--- src/core/call_handshake_pkg.sv ---
// shared widths, state encoding and carrier types of the call handshake block
package call_handshake_pkg;

  // ------------------------------------------------------------------
  // widths
  // ------------------------------------------------------------------
  localparam int DATA_W = 32;

  // ------------------------------------------------------------------
  // build options
  // ------------------------------------------------------------------
  localparam bit HAS_CHIP_ENABLE = 1'b1;
  localparam bit KERNEL_VARIANT  = 1'b0;

  // ------------------------------------------------------------------
  // types
  // ------------------------------------------------------------------
  typedef logic [DATA_W-1:0] word_t;

  typedef enum logic [2:0] {
    WAIT_LAUNCH,
    FETCH,
    CALC,
    FINISH,
    RETIRE
  } phase_t;

  typedef struct packed {
    word_t in_a;
    word_t in_b;
    word_t accum_in;
  } args_in_t;

  typedef struct packed {
    phase_t fsm;
    word_t  a;
    word_t  b;
    word_t  acc;
    word_t  sum_ab;
    word_t  accum_out;
    logic   accum_vld;
    word_t  result;
    logic   done;
    logic   consumed;
    logic   quiescent;
  } core_state_t;

  localparam word_t WORD_ZERO = 32'h0000_0000;

endpackage : call_handshake_pkg

--- src/core/call_handshake.sv ---
// call handshake block: launch/complete control plus argument ports of an adder call
//
// Contract
// - The controller raises launch_request to start a call and the block starts on seeing it.
// - block_quiescent stays low for the whole time a call is being processed.
// - Input arguments are sampled after the first cycle of the call, on a fixed schedule.
// - inputs_consumed goes high once every input argument of the call has been sampled.
// - transaction_complete marks the end of a call and result_value is valid at that moment.
// - After a call completes, block_quiescent goes high to show it waits for a new launch.
// - The output pointer argument has a data port plus a valid strobe marking readable cycles.
// - A read-and-written argument becomes an input port and an output port with its own strobe.
// - The function return value leaves through a dedicated result_value output port.
// - Pass-by-value and input pointer arguments are plain data wires with no handshake.
// - The block has one clock and one reset besides its control and argument ports.
// - An optional chip enable input gates the operation of the whole block.
// - Launch, consumed, quiescent and complete control the block apart from argument handshakes.
// - Argument ports move data only after the launch handshake has started the call.
// - The kernel variant (scalars and control in one AXI4-Lite slave, arrays in AXI4) is a separate build; KERNEL raises an elaboration error.
module call_handshake #(
  parameter int DATA_WIDTH = call_handshake_pkg::DATA_W,
  parameter bit USE_CE     = call_handshake_pkg::HAS_CHIP_ENABLE,
  parameter bit KERNEL     = call_handshake_pkg::KERNEL_VARIANT
) (
  // clock and reset
  input  wire logic                      CLOCK,
  input  wire logic                      RST_B,
  // block enable
  input  wire logic                      CHIP_ENABLE,
  // block-level control
  input  wire logic                      LAUNCH_REQUEST,
  output logic                           INPUTS_CONSUMED,
  output logic                           BLOCK_QUIESCENT,
  output logic                           TRANSACTION_COMPLETE,
  // argument inputs, no handshake
  input  wire call_handshake_pkg::args_in_t ARGS_IN,
  // in/out argument, output half
  output call_handshake_pkg::word_t      ACCUM_OUT,
  output logic                           ACCUM_OUT_VALID,
  // return value
  output call_handshake_pkg::word_t      RESULT_VALUE
);

  // ------------------------------------------------------------------
  // elaboration checks
  // ------------------------------------------------------------------
  // carriers are fixed-width structs, so the width cannot float
  if (DATA_WIDTH != call_handshake_pkg::DATA_W) begin : g_bad_width
    $error("DATA_WIDTH must equal the package word width");
  end
  // the bus-wrapped form is a different build of this block, not served here
  if (KERNEL) begin : g_bad_variant
    $error("kernel variant needs the AXI4-Lite and AXI4 wrapper build");
  end

  // ------------------------------------------------------------------
  // state
  // ------------------------------------------------------------------
  call_handshake_pkg::core_state_t st;
  call_handshake_pkg::core_state_t next_st;
  logic                            run;

  // without the option the enable pin is ignored entirely
  assign run = USE_CE ? CHIP_ENABLE : 1'b1;

  function automatic call_handshake_pkg::word_t add2(
    input call_handshake_pkg::word_t x,
    input call_handshake_pkg::word_t y
  );
    add2 = call_handshake_pkg::word_t'(x + y);
  endfunction : add2

  always_comb begin
    next_st = st;
    if (run) begin
      next_st.consumed  = 1'b0;
      next_st.accum_vld = 1'b0;
      next_st.done      = 1'b0;
      case (st.fsm)
        call_handshake_pkg::WAIT_LAUNCH: begin
          if (LAUNCH_REQUEST) begin
            next_st.fsm       = call_handshake_pkg::FETCH;
            next_st.quiescent = 1'b0;
          end
        end
        call_handshake_pkg::FETCH: begin
          // plain wires sampled on the second cycle; caller must hold them until now
          next_st.a        = ARGS_IN.in_a;
          next_st.b        = ARGS_IN.in_b;
          next_st.acc      = ARGS_IN.accum_in;
          next_st.consumed = 1'b1;
          next_st.fsm      = call_handshake_pkg::CALC;
        end
        call_handshake_pkg::CALC: begin
          next_st.sum_ab    = add2(st.a, st.b);
          next_st.accum_out = add2(add2(st.a, st.b), st.acc);
          next_st.accum_vld = 1'b1;
          next_st.fsm       = call_handshake_pkg::FINISH;
        end
        call_handshake_pkg::FINISH: begin
          next_st.result = st.sum_ab;
          next_st.done   = 1'b1;
          next_st.fsm    = call_handshake_pkg::RETIRE;
        end
        call_handshake_pkg::RETIRE: begin
          next_st.quiescent = 1'b1;
          next_st.fsm       = call_handshake_pkg::WAIT_LAUNCH;
        end
        default: begin
          next_st.fsm       = call_handshake_pkg::WAIT_LAUNCH;
          next_st.quiescent = 1'b1;
        end
      endcase
    end
  end

  // single clock, single reset
  always_ff @(posedge CLOCK or negedge RST_B) begin
    if (!RST_B) begin
      st.fsm       <= call_handshake_pkg::WAIT_LAUNCH;
      st.a         <= call_handshake_pkg::WORD_ZERO;
      st.b         <= call_handshake_pkg::WORD_ZERO;
      st.acc       <= call_handshake_pkg::WORD_ZERO;
      st.sum_ab    <= call_handshake_pkg::WORD_ZERO;
      st.accum_out <= call_handshake_pkg::WORD_ZERO;
      st.accum_vld <= 1'b0;
      st.result    <= call_handshake_pkg::WORD_ZERO;
      st.done      <= 1'b0;
      st.consumed  <= 1'b0;
      st.quiescent <= 1'b1;
    end else begin
      st <= next_st;
    end
  end

  // ------------------------------------------------------------------
  // outputs, all straight from flops
  // ------------------------------------------------------------------
  assign INPUTS_CONSUMED      = st.consumed;
  assign BLOCK_QUIESCENT      = st.quiescent;
  assign TRANSACTION_COMPLETE = st.done;
  assign ACCUM_OUT            = st.accum_out;
  assign ACCUM_OUT_VALID      = st.accum_vld;
  assign RESULT_VALUE         = st.result;

  // ------------------------------------------------------------------
  // assertions
  // ------------------------------------------------------------------
  // timing figures below hold while the enable stays high; stalls are checked apart
  property p_launch_leaves_quiet;
    @(posedge CLOCK) disable iff (!RST_B || !run)
    BLOCK_QUIESCENT && LAUNCH_REQUEST |=> !BLOCK_QUIESCENT;
  endproperty
  a_launch_leaves_quiet: assert property (p_launch_leaves_quiet)
    else $error("launch did not take the block out of quiescence");

  property p_busy_span;
    @(posedge CLOCK) disable iff (!RST_B || !run)
    $fell(BLOCK_QUIESCENT) |-> !BLOCK_QUIESCENT [*4] ##1 BLOCK_QUIESCENT;
  endproperty
  a_busy_span: assert property (p_busy_span)
    else $error("quiescent flag wrong during a call");

  property p_sample_point;
    @(posedge CLOCK) disable iff (!RST_B || !run)
    st.fsm == call_handshake_pkg::FETCH |=> st.a == $past(ARGS_IN.in_a)
      && st.b == $past(ARGS_IN.in_b)
      && st.acc == $past(ARGS_IN.accum_in);
  endproperty
  a_sample_point: assert property (p_sample_point)
    else $error("inputs not sampled on the second cycle of the call");

  property p_consumed_timing;
    @(posedge CLOCK) disable iff (!RST_B || !run)
    $fell(BLOCK_QUIESCENT) |=> INPUTS_CONSUMED ##1 !INPUTS_CONSUMED;
  endproperty
  a_consumed_timing: assert property (p_consumed_timing)
    else $error("inputs_consumed not one cycle after launch");

  property p_result_at_done;
    @(posedge CLOCK) disable iff (!RST_B)
    TRANSACTION_COMPLETE |-> RESULT_VALUE == add2(st.a, st.b);
  endproperty
  a_result_at_done: assert property (p_result_at_done)
    else $error("result not valid with completion");

  property p_quiet_after_done;
    @(posedge CLOCK) disable iff (!RST_B || !run)
    TRANSACTION_COMPLETE |=> BLOCK_QUIESCENT && !TRANSACTION_COMPLETE;
  endproperty
  a_quiet_after_done: assert property (p_quiet_after_done)
    else $error("block not quiescent after completion");

  property p_accum_value;
    @(posedge CLOCK) disable iff (!RST_B)
    ACCUM_OUT_VALID |-> ACCUM_OUT == add2(add2(st.a, st.b), st.acc);
  endproperty
  a_accum_value: assert property (p_accum_value)
    else $error("accumulator output wrong while valid");

  property p_strobe_then_done;
    @(posedge CLOCK) disable iff (!RST_B || !run)
    ACCUM_OUT_VALID |=> !ACCUM_OUT_VALID && TRANSACTION_COMPLETE;
  endproperty
  a_strobe_then_done: assert property (p_strobe_then_done)
    else $error("valid strobe not a single cycle before completion");

  property p_ports_inside_call;
    @(posedge CLOCK) disable iff (!RST_B)
    INPUTS_CONSUMED || ACCUM_OUT_VALID || TRANSACTION_COMPLETE |-> !BLOCK_QUIESCENT;
  endproperty
  a_ports_inside_call: assert property (p_ports_inside_call)
    else $error("argument activity outside a launched call");

  property p_enable_freezes;
    @(posedge CLOCK) disable iff (!RST_B)
    !run |=> $stable(st);
  endproperty
  a_enable_freezes: assert property (p_enable_freezes)
    else $error("block moved while chip enable low");

  property p_launch_needs_request;
    @(posedge CLOCK) disable iff (!RST_B)
    $fell(BLOCK_QUIESCENT) |-> $past(LAUNCH_REQUEST);
  endproperty
  a_launch_needs_request: assert property (p_launch_needs_request)
    else $error("block left quiescence without a launch request");

  property p_busy_until_done;
    @(posedge CLOCK) disable iff (!RST_B || !run)
    !BLOCK_QUIESCENT && !TRANSACTION_COMPLETE |=> !BLOCK_QUIESCENT;
  endproperty
  a_busy_until_done: assert property (p_busy_until_done)
    else $error("quiescent rose before completion");

  // only the fetch step may load the argument registers
  property p_args_held;
    @(posedge CLOCK) disable iff (!RST_B)
    st.fsm != call_handshake_pkg::FETCH |=> $stable(st.a) && $stable(st.b)
      && $stable(st.acc);
  endproperty
  a_args_held: assert property (p_args_held)
    else $error("argument registers loaded outside the fetch step");

  property p_consumed_single;
    @(posedge CLOCK) disable iff (!RST_B || !run)
    INPUTS_CONSUMED |=> !INPUTS_CONSUMED && ACCUM_OUT_VALID;
  endproperty
  a_consumed_single: assert property (p_consumed_single)
    else $error("inputs_consumed not a single cycle before the strobe");

  property p_result_only_at_done;
    @(posedge CLOCK) disable iff (!RST_B)
    $changed(RESULT_VALUE) |-> TRANSACTION_COMPLETE;
  endproperty
  a_result_only_at_done: assert property (p_result_only_at_done)
    else $error("result moved outside a completion");

  property p_idle_waits;
    @(posedge CLOCK) disable iff (!RST_B || !run)
    BLOCK_QUIESCENT && !LAUNCH_REQUEST |=> BLOCK_QUIESCENT;
  endproperty
  a_idle_waits: assert property (p_idle_waits)
    else $error("block left quiescence with no launch");

  property p_quiet_needs_done;
    @(posedge CLOCK) disable iff (!RST_B)
    $rose(BLOCK_QUIESCENT) |-> $past(TRANSACTION_COMPLETE);
  endproperty
  a_quiet_needs_done: assert property (p_quiet_needs_done)
    else $error("quiescent rose without a completion");

  property p_accum_only_with_strobe;
    @(posedge CLOCK) disable iff (!RST_B)
    $changed(ACCUM_OUT) |-> ACCUM_OUT_VALID;
  endproperty
  a_accum_only_with_strobe: assert property (p_accum_only_with_strobe)
    else $error("accumulator output moved without its strobe");

  property p_accum_matches_result;
    @(posedge CLOCK) disable iff (!RST_B)
    TRANSACTION_COMPLETE |-> ACCUM_OUT == add2(RESULT_VALUE, st.acc);
  endproperty
  a_accum_matches_result: assert property (p_accum_matches_result)
    else $error("accumulator output not return value plus accumulator input");

  // reset itself is the trigger here, so no disable clause
  property p_reset_state;
    @(posedge CLOCK)
    !RST_B |=> BLOCK_QUIESCENT && !INPUTS_CONSUMED && !ACCUM_OUT_VALID
      && !TRANSACTION_COMPLETE;
  endproperty
  a_reset_state: assert property (p_reset_state)
    else $error("outputs not at reset values");

  c_launch: cover property (@(posedge CLOCK) disable iff (!RST_B)
    BLOCK_QUIESCENT && LAUNCH_REQUEST && run);
  c_full_call: cover property (@(posedge CLOCK) disable iff (!RST_B)
    $fell(BLOCK_QUIESCENT) ##[3:20] TRANSACTION_COMPLETE);
  c_stall_mid_call: cover property (@(posedge CLOCK) disable iff (!RST_B)
    !BLOCK_QUIESCENT && !run);
  c_back_to_back: cover property (@(posedge CLOCK) disable iff (!RST_B)
    TRANSACTION_COMPLETE ##2 $fell(BLOCK_QUIESCENT));
  c_refused_launch: cover property (@(posedge CLOCK) disable iff (!RST_B)
    !BLOCK_QUIESCENT && LAUNCH_REQUEST && run);

endmodule : call_handshake

--- config.mk ---
export PLATFORM = sky130hd
export DESIGN_NAME = call_handshake
export DESIGN_NICKNAME = d
export VERILOG_FILES = /design/src/core/call_handshake_pkg.sv /design/src/core/call_handshake.sv
export SDC_FILE = /design/constraint.sdc
export NUM_CORES = 1
export LEC_CHECK = 0
export ABC_CLOCK_PERIOD_IN_PS = 12960
export BUFFER_PORTS_ARGS = -buffer_cell sky130_fd_sc_hd__buf_4
export CAP_MARGIN = 20
export CORE_MARGIN = 5
export CORE_UTILIZATION = 60
export DETAILED_ROUTE_END_ITERATION = 12
export PLACE_DENSITY_LB_ADDON = 0.15
export SYNTH_ARGS = -nofsm -noshare
export SYNTH_HDL_FRONTEND = slang
export SYNTH_SLANG_ARGS = --single-unit
--- constraint.sdc ---
create_clock -name CLOCK -period 12.96 [get_ports CLOCK]
set_clock_uncertainty 0.15 [all_clocks]
set_input_delay 1.296 -clock CLOCK [delete_from_list [all_inputs] [get_ports CLOCK]]
set_output_delay 1.296 -clock CLOCK [all_outputs]
set_load 0.01 [all_outputs]
==> summary.txt <==
Synthesis
  • Post-synthesis sequential area ratio: 0.457
  • Mux cell area share after synthesis: 0.149
  • Post-synth EDFFs: 0
  • Async S/R FF share, synth: 1.00
  • Largest cells by area after synthesis: dfrtp_1 (45%), mux2_2 (15%), ha_1 (7.2%)
  • Post-Syn Area: 0.0109 sq mm
  • Largest family of logic cells by synthesized area: multiplexers
  • Cell accounting for the most synthesized area: dfrtp_1
  • Syn_nets: 1158
  • Compound-Gate Fraction of Synth Area: 0.131
  • Adder-cell share of the synthesized area: 0.0759
  • Yosys warning total: 0
  • Top-area cell type share of the netlist area: 0.454
  • Netlist cell types: 64
  • Post-Synth XOR/XNOR Area: 0.0430
  • #FFs+latches synth: 199
  • Syn Area/Cell: 11.0 sq um
  • Post-Synthesis Cells: 993
  • Ys flop type: dfrtp_1
  • Area share of and/or/nand/nor cells after synthesis: 0.0836

Timing
  • Slew Limit Fails: 0
  • Fin crit period: 5.43 ns
  • Fmax: 184 MHz
  • Final Hold Viols: 0
  • Final setup fails: 0
  • Fin Setup TNS: 0 ns
  • Actual slew at the worst max-slew pin: 1.06 ns
  • RSZ-0062 raised after global routing: no
  • Relative slew slack: 0.293
  • Final period utilization: 0.419

Setup path
  • Arrival @ worst endpoint: 5.58 ns
  • Crit Path Max Fanout: 5
  • CP top delay family: compound AO/OA/AOI/OAI gates
  • Crit path largest cell delay: 0.59 ns
  • Crit end category: flop
  • Startpoint Class: flop
  • Data required time at the worst endpoint: 13.12 ns
  • Kind of critical path: flop to flop
  • Slowest cell on the critical path: a2111oi_0
  • Worst path bufs/invs: 0
  • Crit-path cells: ha_1, fa_1, a211oi_1, o21bai_1, o2111ai_2, a32oi_2, a22o_1, a31o_4, a21o_1, xor2_1, ha_1, nand2_1, nor2_1, nand2_1, a2111oi_0, o21bai_1, o211ai_1, xnor3_1, xor2_1, mux2_2

Global route
  • Largest net degree at the start of global routing: 101
  • GRT overflow: 0
  • Vias in the first global route: 7726
  • Initial antenna violation count: 0
  • GRT Overall Usage: 0.236
  • First-pass GRT wire length: 39100 um

Floorplan
  • Chip Height: 145 um
  • Die ar.: 0.0210 sq mm
  • Core area: 0.0180 sq mm
  • Initial core utilization: 0.607
  • Top-level I/O count: 168
  • Chip Width: 145 um
  • Rows: 49

Clock network
  • PostCTS Resize Cnt: 0
  • Reg clk slew, reported paths: 0.07 ns
  • Postcts setup bufs: 0
  • Num CTS Buffers: 17
  • Clock Path Buffers: 2
  • H-tree depth: 4
  • Clk sink count: 199
  • CTS Hold Bufs: 0
  • Clk_lat worst skew: 0.43 ns
  • Clock root cell: clkbuf_16
  • CTS tree: yes

Routing
  • DRC: 0
  • DR vias/cell: 5.74
  • DRT Pass-1 Iters: 6
  • WL final: 23900 um
  • Drt wl/cell: 18.0 um
  • Routed Antenna Nets: 0
  • Violation count after the first detailed-route iteration: 499
  • Vias: 7653

Status
  • Status: finished, final reports clean

Cells and area
  • N_diodes: 0
  • Most frequent cells in the layout: dfrtp_1 (198), buf_4 (173), mux2_2 (142)
  • Commonest non-fill, non-tap cell in the layout: dfrtp_1
  • Area growth syn-to-layout: 14.6%
  • Fillers: 1371
  • Nets: 1256
  • Share of layout cells above drive strength 1: 0.324

Placed design
  • Detailed placement HPWL: 17500 um
  • GP Congestion: 0.873
  • Port Buffer Count: 167

Min path
  • HP Class: flop to flop

Flow run
  • Number of max-cap violations: 0
==> cells by family after synthesis <==
| logic type | Yosys count |
|---|---|
| adder cells (fa/ha/maj) | 65 |
| multiplexers | 144 |
| XOR/XNOR | 52 |
| AND/OR/NAND/NOR | 206 |
| AO/OA/AOI/OAI | 213 |
| buffers and inverters | 114 |
| flip-flops | 199 |
==> layout make-up <==
class / count / area, sq um / share of cell area
Clock inverter: 6 / 68.8 / 0.00551
Clock buffer: 26 / 499 / 0.0399
Sequential cell: 199 / 4980 / 0.399
Tap cell: 229 / 287 / 0.0229
Inverter: 19 / 71.3 / 0.00571
Timing Repair Buffer: 174 / 1310 / 0.105
Multi-Input combinational cell: 680 / 5280 / 0.422
==> worst min-delay path: stages (launching register included) <==
cell and delay [ns]:
dfrtp_1 0.34, nand2_1 0.05, o31ai_1 0.05
==> worst paths after layout <==
path                          from         endpoint  slack, ns  depth (start not counted)
setup / recovery           st[164]    ACCUM_OUT[31]       7.53                         20
hold / removal              st[99]           st[99]       0.32                          2
setup reg to reg           st[164]    ACCUM_OUT[31]       7.53                         20
hold reg to reg             st[99]           st[99]       0.32                          2
max in group asynchronous    RST_B          st[190]      10.74                          2
min in group asynchronous    RST_B  RESULT_VALUE[0]       0.75                          1
==> Yosys cell counts (all sizes together) (2+ instances only) <==
| cell type | number |
|---|---|
| xor2 | 19 |
| o31ai | 7 |
| nor3 | 11 |
| or2 | 2 |
| a41oi | 2 |
| clkbuf | 30 |
| a2111o | 2 |
| a2111oi | 3 |
| fa | 2 |
| a22o | 3 |
| a221o | 2 |
| nand3 | 14 |
| a31o | 2 |
| o31a | 2 |
| xnor2 | 32 |
| and2 | 4 |
| nand2 | 113 |
| a31oi | 4 |
| nor2 | 29 |
| buf | 65 |
| o2111ai | 2 |
| a311oi | 2 |
| nand2b | 7 |
| nor4 | 3 |
| inv | 19 |
| a211o | 5 |
| a211oi | 11 |
| nand4 | 8 |
| mux2 | 143 |
| a21oi | 48 |
| or3 | 5 |
| o21ai | 54 |
| a21o | 37 |
| dfrtp | 198 |
| ha | 63 |
| nor2b | 2 |
| o211ai | 3 |
| and3 | 6 |
| o21a | 3 |
| a21boi | 3 |
| o21bai | 9 |
==> layer usage <==
layer | up-vias | wire, um | part of all wire | GRT usage
met5 | - | 0 | 0 | 0
met4 | 0 | 471 | 0.020 | 0.0712
met3 | 28 | 1440 | 0.060 | 0.0486
met2 | 210 | 11000 | 0.46 | 0.370
met1 | 3726 | 11000 | 0.46 | 0.333
li1 | 3689 | - | - | -
==> state kept, by name, indices dropped and copies added (netlist names) <==
name	flops
ACCUM_OUT	32
ACCUM_OUT_VALID	1
BLOCK_QUIESCENT	1
INPUTS_CONSUMED	1
RESULT_VALUE	32
TRANSACTION_COMPLETE	1
st	131
==> metrics by stage <==
| stage | setup slack, ns | instances | hold WS, ns | instance area [sq um] | utilization |
|---|---|---|---|---|---|
| global placement | 7.77 | 1301 | 0.306 | 11900 | 0.664 |
| detailed placement | 7.67 | 1301 | 0.314 | 11900 | 0.664 |
| floorplan | 8.19 | 993 | 0.292 | 10900 | - |
| global route | 7.28 | 1333 | 0.351 | 12500 | 0.696 |
| finish | 7.53 | 1333 | 0.324 | 12500 | 0.696 |
| CTS | 7.58 | 1333 | 0.330 | 12500 | 0.696 |
Power is not shown: default switching activity piles up to over one toggle a cycle in this logic, so the estimate is an artifact.
